--- src/core/t01cm_pkg.sv ---
// Package: register layouts, mode codes and reset values for the timer 0/1 control block
package t01cm_pkg;

	// Timer run and flags register layout
	typedef struct packed {
		logic tf1;
		logic tr1;
		logic tf0;
		logic tr0;
		logic ie1;
		logic it1;
		logic ie0;
		logic it0;
	} t01cm_timer_run_and_flags_t;

	// Timer mode select register layout
	typedef struct packed {
		logic       timer1_gate_control;
		logic       ct1;
		logic [1:0] t1m;
		logic       timer0_gate_control;
		logic       ct0;
		logic [1:0] t0m;
	} t01cm_timer_mode_select_t;

	// Reset values
	localparam logic [7:0]  TIMER_RUN_AND_FLAGS_RST  = 8'h00;
	localparam logic [7:0]  TIMER_MODE_SELECT_RST  = 8'h00;
	localparam logic [15:0] CNT_RST   = 16'h0000;

	// Operating mode encodings
	localparam logic [1:0]  MODE_13B  = 2'h0;
	localparam logic [1:0]  MODE_16B  = 2'h1;

	// Count limits and layout of the 13-bit count
	localparam logic [12:0] CNT13_MAX = 13'h1FFF;
	localparam logic [15:0] CNT16_MAX = 16'hFFFF;
	localparam logic [12:0] CNT13_ONE = 13'h0001;
	localparam logic [15:0] CNT16_ONE = 16'h0001;
	localparam int          TL_LO_W   = 5;

endpackage

--- src/core/t01cm_timer_regs.sv ---
// Timer 0/1 control, mode registers and 13/16-bit count logic
`timescale 1ns/1ns

module t01cm_timer_regs (
	// Clock and reset
	input  wire logic                      clk,
	input  wire logic                      nrst,
	// Special function register access
	input  wire logic                      timer_run_and_flags_wr,
	input  wire logic                      timer_mode_select_wr,
	input  wire logic [7:0]                sfr_wdata,
	input  wire logic [1:0]                cnt_wr,
	input  wire logic [15:0]               cnt_wdata,
	output      t01cm_pkg::t01cm_timer_run_and_flags_t    timer_run_and_flags_r,
	output      t01cm_pkg::t01cm_timer_mode_select_t    timer_mode_select_r,
	output      logic [1:0][15:0]          cnt_r,
	// Clock configuration
	input  wire logic [1:0]                clock_source_select,
	input  wire logic                      prescale_tick,
	// External pins
	input  wire logic [1:0]                timer_event_pin,
	input  wire logic [1:0]                ext_irq_pin_n,
	// Interrupt controller
	input  wire logic [1:0]                timer_irq_en,
	input  wire logic [1:0]                timer_ack,
	input  wire logic [1:0]                ext_ack,
	output      logic [1:0]                timer_irq_r
);
	import t01cm_pkg::*;

	////////////////////////////////////////////////////////////////////////////////
	// Pin history for edge detection

	logic [1:0] event_prev_r;
	logic [1:0] irq_prev_r;

	always_ff @(posedge clk) begin
		if (!nrst) begin
			event_prev_r <= 2'h0;
			irq_prev_r   <= 2'h3;
		end else begin
			event_prev_r <= timer_event_pin;
			irq_prev_r   <= ext_irq_pin_n;
		end
	end

	wire logic [1:0] event_fall = event_prev_r & ~timer_event_pin;
	wire logic [1:0] irq_fall   = irq_prev_r & ~ext_irq_pin_n;

	////////////////////////////////////////////////////////////////////////////////
	// Per-timer controls

	wire logic [1:0]      run_bit  = {timer_run_and_flags_r.tr1, timer_run_and_flags_r.tr0};
	wire logic [1:0]      gate_bit = {timer_mode_select_r.timer1_gate_control, timer_mode_select_r.timer0_gate_control};
	wire logic [1:0]      ct_bit   = {timer_mode_select_r.ct1, timer_mode_select_r.ct0};
	wire logic [1:0][1:0] mode_fld = {timer_mode_select_r.t1m, timer_mode_select_r.t0m};

	// Gate lets the pin measure a pulse width
	wire logic [1:0] enabled = run_bit & (~gate_bit | ext_irq_pin_n);
	wire logic [1:0] int_tick = clock_source_select | {2{prescale_tick}};
	wire logic [1:0] tick = (ct_bit & event_fall) | (~ct_bit & int_tick);

	logic [1:0]            inc;
	logic [1:0]            ovf;
	logic [1:0][15:0]      cnt_nxt;

	////////////////////////////////////////////////////////////////////////////////
	// Count registers

	for (genvar i = 0; i < 2; i++) begin : g_tmr
		wire logic        is13 = (mode_fld[i] == MODE_13B);
		wire logic        is16 = (mode_fld[i] == MODE_16B);
		wire logic [12:0] c13  = {cnt_r[i][15:8], cnt_r[i][TL_LO_W-1:0]};
		wire logic [12:0] c13n = c13 + CNT13_ONE;
		wire logic [15:0] c16n = cnt_r[i] + CNT16_ONE;

		// Modes 2 and 3 are outside this block and hold the count
		assign inc[i] = enabled[i] & tick[i] & (is13 | is16);
		assign ovf[i] = inc[i] & ((is13 & (c13 == CNT13_MAX)) |
			(is16 & (cnt_r[i] == CNT16_MAX)));

		// Upper bits of the low byte are left untouched in 13-bit mode
		assign cnt_nxt[i] = cnt_wr[i] ? cnt_wdata :
			!inc[i] ? cnt_r[i] :
			is13 ? {c13n[12:TL_LO_W], cnt_r[i][7:TL_LO_W], c13n[TL_LO_W-1:0]} :
			c16n;

		always_ff @(posedge clk) begin
			if (!nrst) begin
				cnt_r[i] <= CNT_RST;
			end else begin
				cnt_r[i] <= cnt_nxt[i];
			end
		end
	end

	////////////////////////////////////////////////////////////////////////////////
	// Control register update

	wire t01cm_timer_run_and_flags_t timer_run_and_flags_wd = t01cm_timer_run_and_flags_t'(sfr_wdata);

	// Level mode keeps the flag set while the pin stays low
	wire logic [1:0] ext_set = {
		timer_run_and_flags_r.it1 ? irq_fall[1] : ~ext_irq_pin_n[1],
		timer_run_and_flags_r.it0 ? irq_fall[0] : ~ext_irq_pin_n[0]};

	t01cm_timer_run_and_flags_t timer_run_and_flags_nxt;

	// Hardware set wins over an ack or a software clear in the same cycle
	assign timer_run_and_flags_nxt.tf1 = ovf[1] | (timer_run_and_flags_wr ? timer_run_and_flags_wd.tf1 : timer_run_and_flags_r.tf1 & ~timer_ack[1]);
	assign timer_run_and_flags_nxt.tf0 = ovf[0] | (timer_run_and_flags_wr ? timer_run_and_flags_wd.tf0 : timer_run_and_flags_r.tf0 & ~timer_ack[0]);
	assign timer_run_and_flags_nxt.ie1 = ext_set[1] | (timer_run_and_flags_wr ? timer_run_and_flags_wd.ie1 : timer_run_and_flags_r.ie1 & ~ext_ack[1]);
	assign timer_run_and_flags_nxt.ie0 = ext_set[0] | (timer_run_and_flags_wr ? timer_run_and_flags_wd.ie0 : timer_run_and_flags_r.ie0 & ~ext_ack[0]);
	assign timer_run_and_flags_nxt.tr1 = timer_run_and_flags_wr ? timer_run_and_flags_wd.tr1 : timer_run_and_flags_r.tr1;
	assign timer_run_and_flags_nxt.tr0 = timer_run_and_flags_wr ? timer_run_and_flags_wd.tr0 : timer_run_and_flags_r.tr0;
	assign timer_run_and_flags_nxt.it1 = timer_run_and_flags_wr ? timer_run_and_flags_wd.it1 : timer_run_and_flags_r.it1;
	assign timer_run_and_flags_nxt.it0 = timer_run_and_flags_wr ? timer_run_and_flags_wd.it0 : timer_run_and_flags_r.it0;

	wire t01cm_timer_mode_select_t timer_mode_select_nxt = timer_mode_select_wr ? t01cm_timer_mode_select_t'(sfr_wdata) : timer_mode_select_r;

	always_ff @(posedge clk) begin
		if (!nrst) begin
			timer_run_and_flags_r      <= t01cm_timer_run_and_flags_t'(TIMER_RUN_AND_FLAGS_RST);
			timer_mode_select_r      <= t01cm_timer_mode_select_t'(TIMER_MODE_SELECT_RST);
			timer_irq_r <= 2'h0;
		end else begin
			timer_run_and_flags_r      <= timer_run_and_flags_nxt;
			timer_mode_select_r      <= timer_mode_select_nxt;
			timer_irq_r <= {timer_run_and_flags_r.tf1, timer_run_and_flags_r.tf0} & timer_irq_en;
		end
	end

	////////////////////////////////////////////////////////////////////////////////
	// Assertions

	property p_ovf_sets_flag;
		@(posedge clk) disable iff (!nrst)
		ovf[0] |=> timer_run_and_flags_r.tf0;
	endproperty
	a_ovf_sets_flag: assert property (p_ovf_sets_flag) else $error("overflow did not set flag");

	property p_irq_follows_flag;
		@(posedge clk) disable iff (!nrst)
		(timer_run_and_flags_r.tf1 && timer_irq_en[1]) |=> timer_irq_r[1];
	endproperty
	a_irq_follows_flag: assert property (p_irq_follows_flag) else $error("no timer 1 request");

	property p_stopped_holds;
		@(posedge clk) disable iff (!nrst)
		(!timer_run_and_flags_r.tr0 && !cnt_wr[0]) |=> $stable(cnt_r[0]);
	endproperty
	a_stopped_holds: assert property (p_stopped_holds) else $error("timer 0 counted while stopped");

	property p_gate_holds;
		@(posedge clk) disable iff (!nrst)
		(timer_mode_select_r.timer1_gate_control && !ext_irq_pin_n[1] && !cnt_wr[1]) |=> $stable(cnt_r[1]);
	endproperty
	a_gate_holds: assert property (p_gate_holds) else $error("timer 1 counted while gated off");

	property p_event_counts;
		@(posedge clk) disable iff (!nrst)
		(timer_mode_select_r.ct1 && timer_run_and_flags_r.tr1 && !timer_mode_select_r.timer1_gate_control && timer_mode_select_r.t1m == MODE_16B
			&& event_fall[1] && !cnt_wr[1]) |=> cnt_r[1] == $past(cnt_r[1]) + CNT16_ONE;
	endproperty
	a_event_counts: assert property (p_event_counts) else $error("pin edge not counted");

	property p_internal_counts;
		@(posedge clk) disable iff (!nrst)
		(!timer_mode_select_r.ct1 && clock_source_select[1] && timer_run_and_flags_r.tr1 && !timer_mode_select_r.timer1_gate_control
			&& timer_mode_select_r.t1m == MODE_16B && !cnt_wr[1]) |=> cnt_r[1] == $past(cnt_r[1]) + CNT16_ONE;
	endproperty
	a_internal_counts: assert property (p_internal_counts) else $error("system clock not counted");

	property p_wrap13;
		@(posedge clk) disable iff (!nrst)
		(inc[1] && timer_mode_select_r.t1m == MODE_13B && cnt_r[1][15:8] == 8'hFF
			&& cnt_r[1][4:0] == 5'h1F && !cnt_wr[1]) |=> (cnt_r[1][15:8] == 8'h00
			&& cnt_r[1][4:0] == 5'h00 && timer_run_and_flags_r.tf1);
	endproperty
	a_wrap13: assert property (p_wrap13) else $error("13-bit wrap wrong");

	property p_mode_write;
		@(posedge clk) disable iff (!nrst)
		timer_mode_select_wr |=> timer_mode_select_r == $past(sfr_wdata);
	endproperty
	a_mode_write: assert property (p_mode_write) else $error("mode register not written");

	property p_ack_clears;
		@(posedge clk) disable iff (!nrst)
		(ext_ack[0] && !ext_set[0] && !timer_run_and_flags_wr) |=> !timer_run_and_flags_r.ie0;
	endproperty
	a_ack_clears: assert property (p_ack_clears) else $error("ack did not clear pending");

	property p_level_sets;
		@(posedge clk) disable iff (!nrst)
		(!timer_run_and_flags_r.it0 && !ext_irq_pin_n[0]) |=> timer_run_and_flags_r.ie0;
	endproperty
	a_level_sets: assert property (p_level_sets) else $error("low level did not set pending");

	property p_edge_sets;
		@(posedge clk) disable iff (!nrst)
		(timer_run_and_flags_r.it1 && irq_prev_r[1] && !ext_irq_pin_n[1]) |=> timer_run_and_flags_r.ie1;
	endproperty
	a_edge_sets: assert property (p_edge_sets) else $error("falling edge did not set pending");

	// Modes 2 and 3 belong to a neighbour, so the count must not move here
	property p_mode_hold;
		@(posedge clk) disable iff (!nrst)
		(timer_mode_select_r.t1m != MODE_13B && timer_mode_select_r.t1m != MODE_16B && !cnt_wr[1]) |=> $stable(cnt_r[1]);
	endproperty
	a_mode_hold: assert property (p_mode_hold) else $error("timer 1 counted in mode 2 or 3");

	property p_soft_clears;
		@(posedge clk) disable iff (!nrst)
		(timer_run_and_flags_wr && !timer_run_and_flags_wd.ie0 && !ext_set[0]) |=> !timer_run_and_flags_r.ie0;
	endproperty
	a_soft_clears: assert property (p_soft_clears) else $error("software did not clear pending");

endmodule

--- config.mk ---
export PLATFORM = sky130hd
export DESIGN_NAME = t01cm_timer_regs
export DESIGN_NICKNAME = d
export VERILOG_FILES = /design/src/core/t01cm_pkg.sv /design/src/core/t01cm_timer_regs.sv
export SDC_FILE = /design/constraint.sdc
export NUM_CORES = 1
export LEC_CHECK = 0
export BUFFER_PORTS_ARGS = -buffer_cell sky130_fd_sc_hd__buf_2
export CAP_MARGIN = 20
export CORE_UTILIZATION = 42
export CTS_CLUSTER_DIAMETER = 80
export DETAILED_ROUTE_END_ITERATION = 8
export PLACE_DENSITY = 0.79
export SYNTH_ARGS = -nofsm -noshare
export SYNTH_HDL_FRONTEND = slang
export SYNTH_SLANG_ARGS = --single-unit
export TNS_END_PERCENT = 5
--- constraint.sdc ---
create_clock -name clk -period 2.1 [get_ports clk]
set_clock_uncertainty 0.2 [all_clocks]
set_input_delay 0 -clock clk [delete_from_list [all_inputs] [get_ports clk]]
set_output_delay 0 -clock clk [all_outputs]
set_load 0.01 [all_outputs]
---- Yosys cells after proc, flatten, opt, wreduce, memory -nomap -nowiden ----
Index checks and enable logic that the tools add are counted.
storage, ports and cells
  bits in registers ....................... 54
  latch bits .............................. 0
  bits in writable memories ............... 0
  memory bits (read-only) ................. 0
  input port bits ......................... 43
  output and inout port bits .............. 50
  word-level logic and storage cells ...... 92
  memories ................................ 0
operators by class
  add/subtract/negate cells ............... 4
  multiply operators ...................... 0
  div/mod/pow operators ................... 0
  magnitude comparators ................... 0
  equal/unequal tests ..................... 8
  shift operators ......................... 0
  muxes and demuxes ....................... 12
  bitwise gates (word level) .............. 41
  reductions and logical operators ........ 6
operators by type and width
  cell                                                              number
  16-bit 2-to-1 mux                                                 6
  16-bit by 1-bit adder with 16-bit output (second input constant)  2
  16-bit == test (second input constant)                            2
  13-bit by 1-bit adder with 13-bit output (second input constant)  2
  13-bit == test (second input constant)                            2
  1-bit bitwise AND                                                 14
  2-bit bitwise AND                                                 6
  2-bit NOT                                                         4
  1-bit bitwise OR                                                  8
  1-bit 2-to-1 mux                                                  6
  1-bit NOT                                                         6
  2-bit bitwise OR                                                  3
  2-bit by 1-bit == test with 1-bit output (second input constant)  2
  2-bit zero test                                                   2
  2-bit != test (second input constant)                             2
  2-bit AND reduction                                               2
  2-bit nonzero test                                                2

---- Longest topological paths before layout ----
  depth in word-level cells ............... 8
  mapped depth ............................ 6
  depth with buffers taken out ............ 6

---- Worst setup path before layout ----
No wires, ideal clock.
  path type ............................... register to register
  start point ............................. reg cnt_r[0] in the netlist's numbering
  end point ............................... reg cnt_r[12] in the netlist's numbering
  library setup time ...................... 0.133 ns
  arrival ................................. 1.766 ns
  required time ........................... 1.767 ns
  setup slack ............................. 0.001 ns
  cell stages (with the launch flop) ...... 7
  path buffers ............................ 0
  period minus slack after synthesis ...... 2.099 ns
  cells stage by stage .................... dfxtp_1 > ha_1 > nand4_1 > or3_4 > a2111oi_4 > xnor2_1 > a21oi_1
on the way
  longest elaborated chain between the ends .. 4
  elaborated cells between the ends (all ways) .. 5
  those cells by class .................... 2 x add/sub; 3 x mux
ends and longest elaborated chain
  item                                                                                                  RTL line                                        text
  from (decl)                                                                                           t01cm_timer_regs.sv:16                          output logic [1:0][15:0] cnt_r,
  from (signal, indexed assignment)                                                                     t01cm_timer_regs.sv:92                          cnt_r[i] <= cnt_nxt[i];
  16-bit by 1-bit adder with 16-bit output or 13-bit by 1-bit adder with 13-bit output (tied branches)  t01cm_timer_regs.sv:75, t01cm_timer_regs.sv:74
  16-bit 2-to-1 mux *                                                                                   t01cm_timer_regs.sv:85                          is13 ? {c13n[12:TL_LO_W], cnt_r[i][7:TL_LO_W], c13n[TL_LO_W-1:0]} :
  16-bit 2-to-1 mux *                                                                                   t01cm_timer_regs.sv:84                          !inc[i] ? cnt_r[i] :
  16-bit 2-to-1 mux *                                                                                   t01cm_timer_regs.sv:83                          assign cnt_nxt[i] = cnt_wr[i] ? cnt_wdata :
Mark *: on every way between the ends. The rest lies on a longest branch, timed or not. The select of a mux whose other input is x is not followed.
A chain may end at the register's enable or synchronous reset.

---- Worst setup path in the final report ----
  start point ............................. reg cnt_r[1] in the netlist's numbering
  end point ............................... reg cnt_r[14] in the netlist's numbering
Same word-level chain as after synthesis.

==> results.yml <==
outcome:
  run_status: "finished clean"
hold_path:
  hp-class: "in -> reg"
  min_from: "timer_ack[1]"
grt:
  overflow: 0
  track_usage: 0.2389
  antenna_found_initial: 0
  grt_pass1_vias: 2824
  grt_max_degree: 26
  grt_pass1_wl_um: 13170
synth:
  synthesis.nets: 354
  synth_cells: 309
  syn_avg_cell_area_sq_um: 8.892
  ys_seq_elements: 54
  synthTopCellsByCount: "54 x dfxtp_1, 34 x o21ai_0, 29 x a21oi_1"
  ys.flop_type: "dfxtp_1"
  postSynth.asyncResetShare: 0
  yosys.cell_count.top_type: "dfxtp_1"
  synth_top_cell_by_area: "dfxtp_1"
  yosysSeqAreaShare: 0.3934
  netlist-cell-type-count: 44
  synth_edf_count: 0
  synth_top_area_share: 0.3934
  syn_area_sq_um: 2748
  ys_top_cells_by_area: "dfxtp_1 39%, xnor2_1 7.3%, o21ai_0 6.2%"
  ys_warn_count: 0
sta:
  period_share: 0.9972
  rsz0062_at_grt: "yes"
  finalHoldViolCount: 0
  clock.fmax_mhz: 477.6
  whs_ns: 0.01991
  slew_violations: 0
  tightestPinTransition_ns: 0.6265
  finalSetupTns_ns: 0
  setup_viol: 0
  fin_crit_ns: 2.094
  relSlewSlack: 0.5819
die:
  rows: 29
  die_x_um: 82.88
  dieArea_sq_um: 6869
  num_io_pins: 93
  die_y_um: 82.88
  start_util: 0.4327
  core_area_sq_um: 6350
detailed_routing:
  dr_total_vias: 2857
  drtIter0Drc: 125
  routedWlPerCell_um: 15.39
  totalWireLength_um: 8250
  vias_per_cell: 5.330
  firstDrtPassIters: 4
  post-route-drc-count: 0
  final_antenna_net_count: 0
setup_path:
  reg2reg_from: "cnt_r[1]"
  cp.arrival_ns: 2.07
  critPathLaunchType: "flop"
  worstSetupEndpointType: "flop"
  crit_required_ns: 2.08
  critical_path_class: "reg -> reg"
  critPathMaxFanout: 4
  startpoint: "cnt_r[1]"
place:
  io_buffers: 92
  gp_congestion: 0.8645
  placedInstanceArea_sq_um: 3326
  dpl.hpwl_um: 5433
job:
  cap_violations: 0
layout:
  final_area_sq_um: 4023
  drive_gt1_frac: 0.2854
  diodes: 0
  finalCoreUtilization: 0.6335
  area_growth_pct: 46.40
  nets: 503
power:
  pwr_density_cell_nw_per_um2: 609.2
  p_leak_nw: 1.668
  power_mw: 2.451
  peakVddDrop_mv: 0.3851
clocking:
  cts_tree: "done"
  htreeDepth: 2
  clk-insertion-delay-late_ns: 0.32
  numCtsBuffers: 5
  cts.clk_slew.worst_paths_ns: 0.12
  clockRootBuffer: "clkbuf_8"
  clkSinkCount: 54
  clockBufferDepth: 2
==> final timing paths <==
path,slack [ns],endpoint,cells after the start
worst min-delay path,0.02,timer_run_and_flags_r[7],5
worst max-delay path,0.006,cnt_r[14],7
worst min register to register,0.32,timer_irq_r[1],1
worst max register to register,0.006,cnt_r[14],7
==> critical path, stage by stage, from the launching register on <==
cell and delay [ns]:
dfxtp_2 0.35, buf_4 0.13, nand2_4 0.06, or4_4 0.57, buf_4 0.17, a211oi_2 0.24
xnor2_1 0.14, a21oi_1 0.07
==> cell type report <==
| cell class | instances | area [sq um] |
|---|---|---|
| inverters | 9 | 33.78 |
| clock inverters | 3 | 68.82 |
| multi-input cells | 232 | 1594 |
| well taps | 77 | 96.34 |
| clock buffers | 5 | 68.82 |
| fillers | 509 | 2327 |
| flip-flops and latches | 54 | 1086 |
| repair buffers | 156 | 1075 |
==> cells by family after synthesis <==
group | Yosys count | synth area share
buffers and inverters | 23 | 0.03187
xor gates and xnor gates | 26 | 0.08288
muxes | 14 | 0.05100
DFF | 54 | 0.3934
and+or+nand+nor | 98 | 0.2131
AOI/OAI and AO/OA | 92 | 0.2186
adders and majority gates | 2 | 0.009106
==> registers in the layout, summed over array words and instances, names as in the netlist <==
signal                 flops
cnt_r                     32
event_prev_r               2
irq_prev_r                 2
timer_irq_r                2
timer_mode_select_r        8
timer_run_and_flags_r      8
==> report_power, final <==
part | internal (mW) | switching (mW)
Sequential | 1.09 | 0.0667
Clock | 0.478 | 0.368
Combinational | 0.237 | 0.211
==> through the flow <==
| stage | instances | setup WS (ns) |
|---|---|---|
| CTS | 534 | 0.01875 |
| global placement | 474 | 0.07862 |
| floorplan | 309 | 0.001251 |
| finish | 536 | 0.005982 |
| detailed placement | 474 | 0.01453 |
| global route | 536 | -0.07508 |
==> repair_timing <==
| action | 4_1_cts | 5_1_grt |
|---|---|---|
| pin swaps | 1 | 6 |
| hold buffers | 52 | 0 |
| buffers inserted | 0 | 2 |
| hold endpoints to repair | 54 | 0 |
| setup endpoints to repair | 1 | 7 |
| gates resized for setup | 0 | 9 |
==> placed cells by master (no fill, tap or decap), types with 7 or more instances in the layout <==
cell type and n:
dfxtp_1 50, nor2b_1 15, buf_2 92, nand2_1 18, inv_1 9, buf_4 11, mux2i_1 14, nand3_1 9
nand2b_1 7, a21oi_1 29, o21ai_0 34, dlygate4sd3_1 52, xnor2_1 23, and2_1 10
==> per-layer routing <==
layer | vias to the layer above | track usage | part of all wire
li1 | 1412 | - | -
met1 | 1338 | 0.2762 | 0.43
met2 | 87 | 0.4180 | 0.50
met3 | 20 | 0.05268 | 0.043
met4 | 0 | 0.1113 | 0.027
met5 | - | 0 | 0
(Power assumes the default switching activity.)
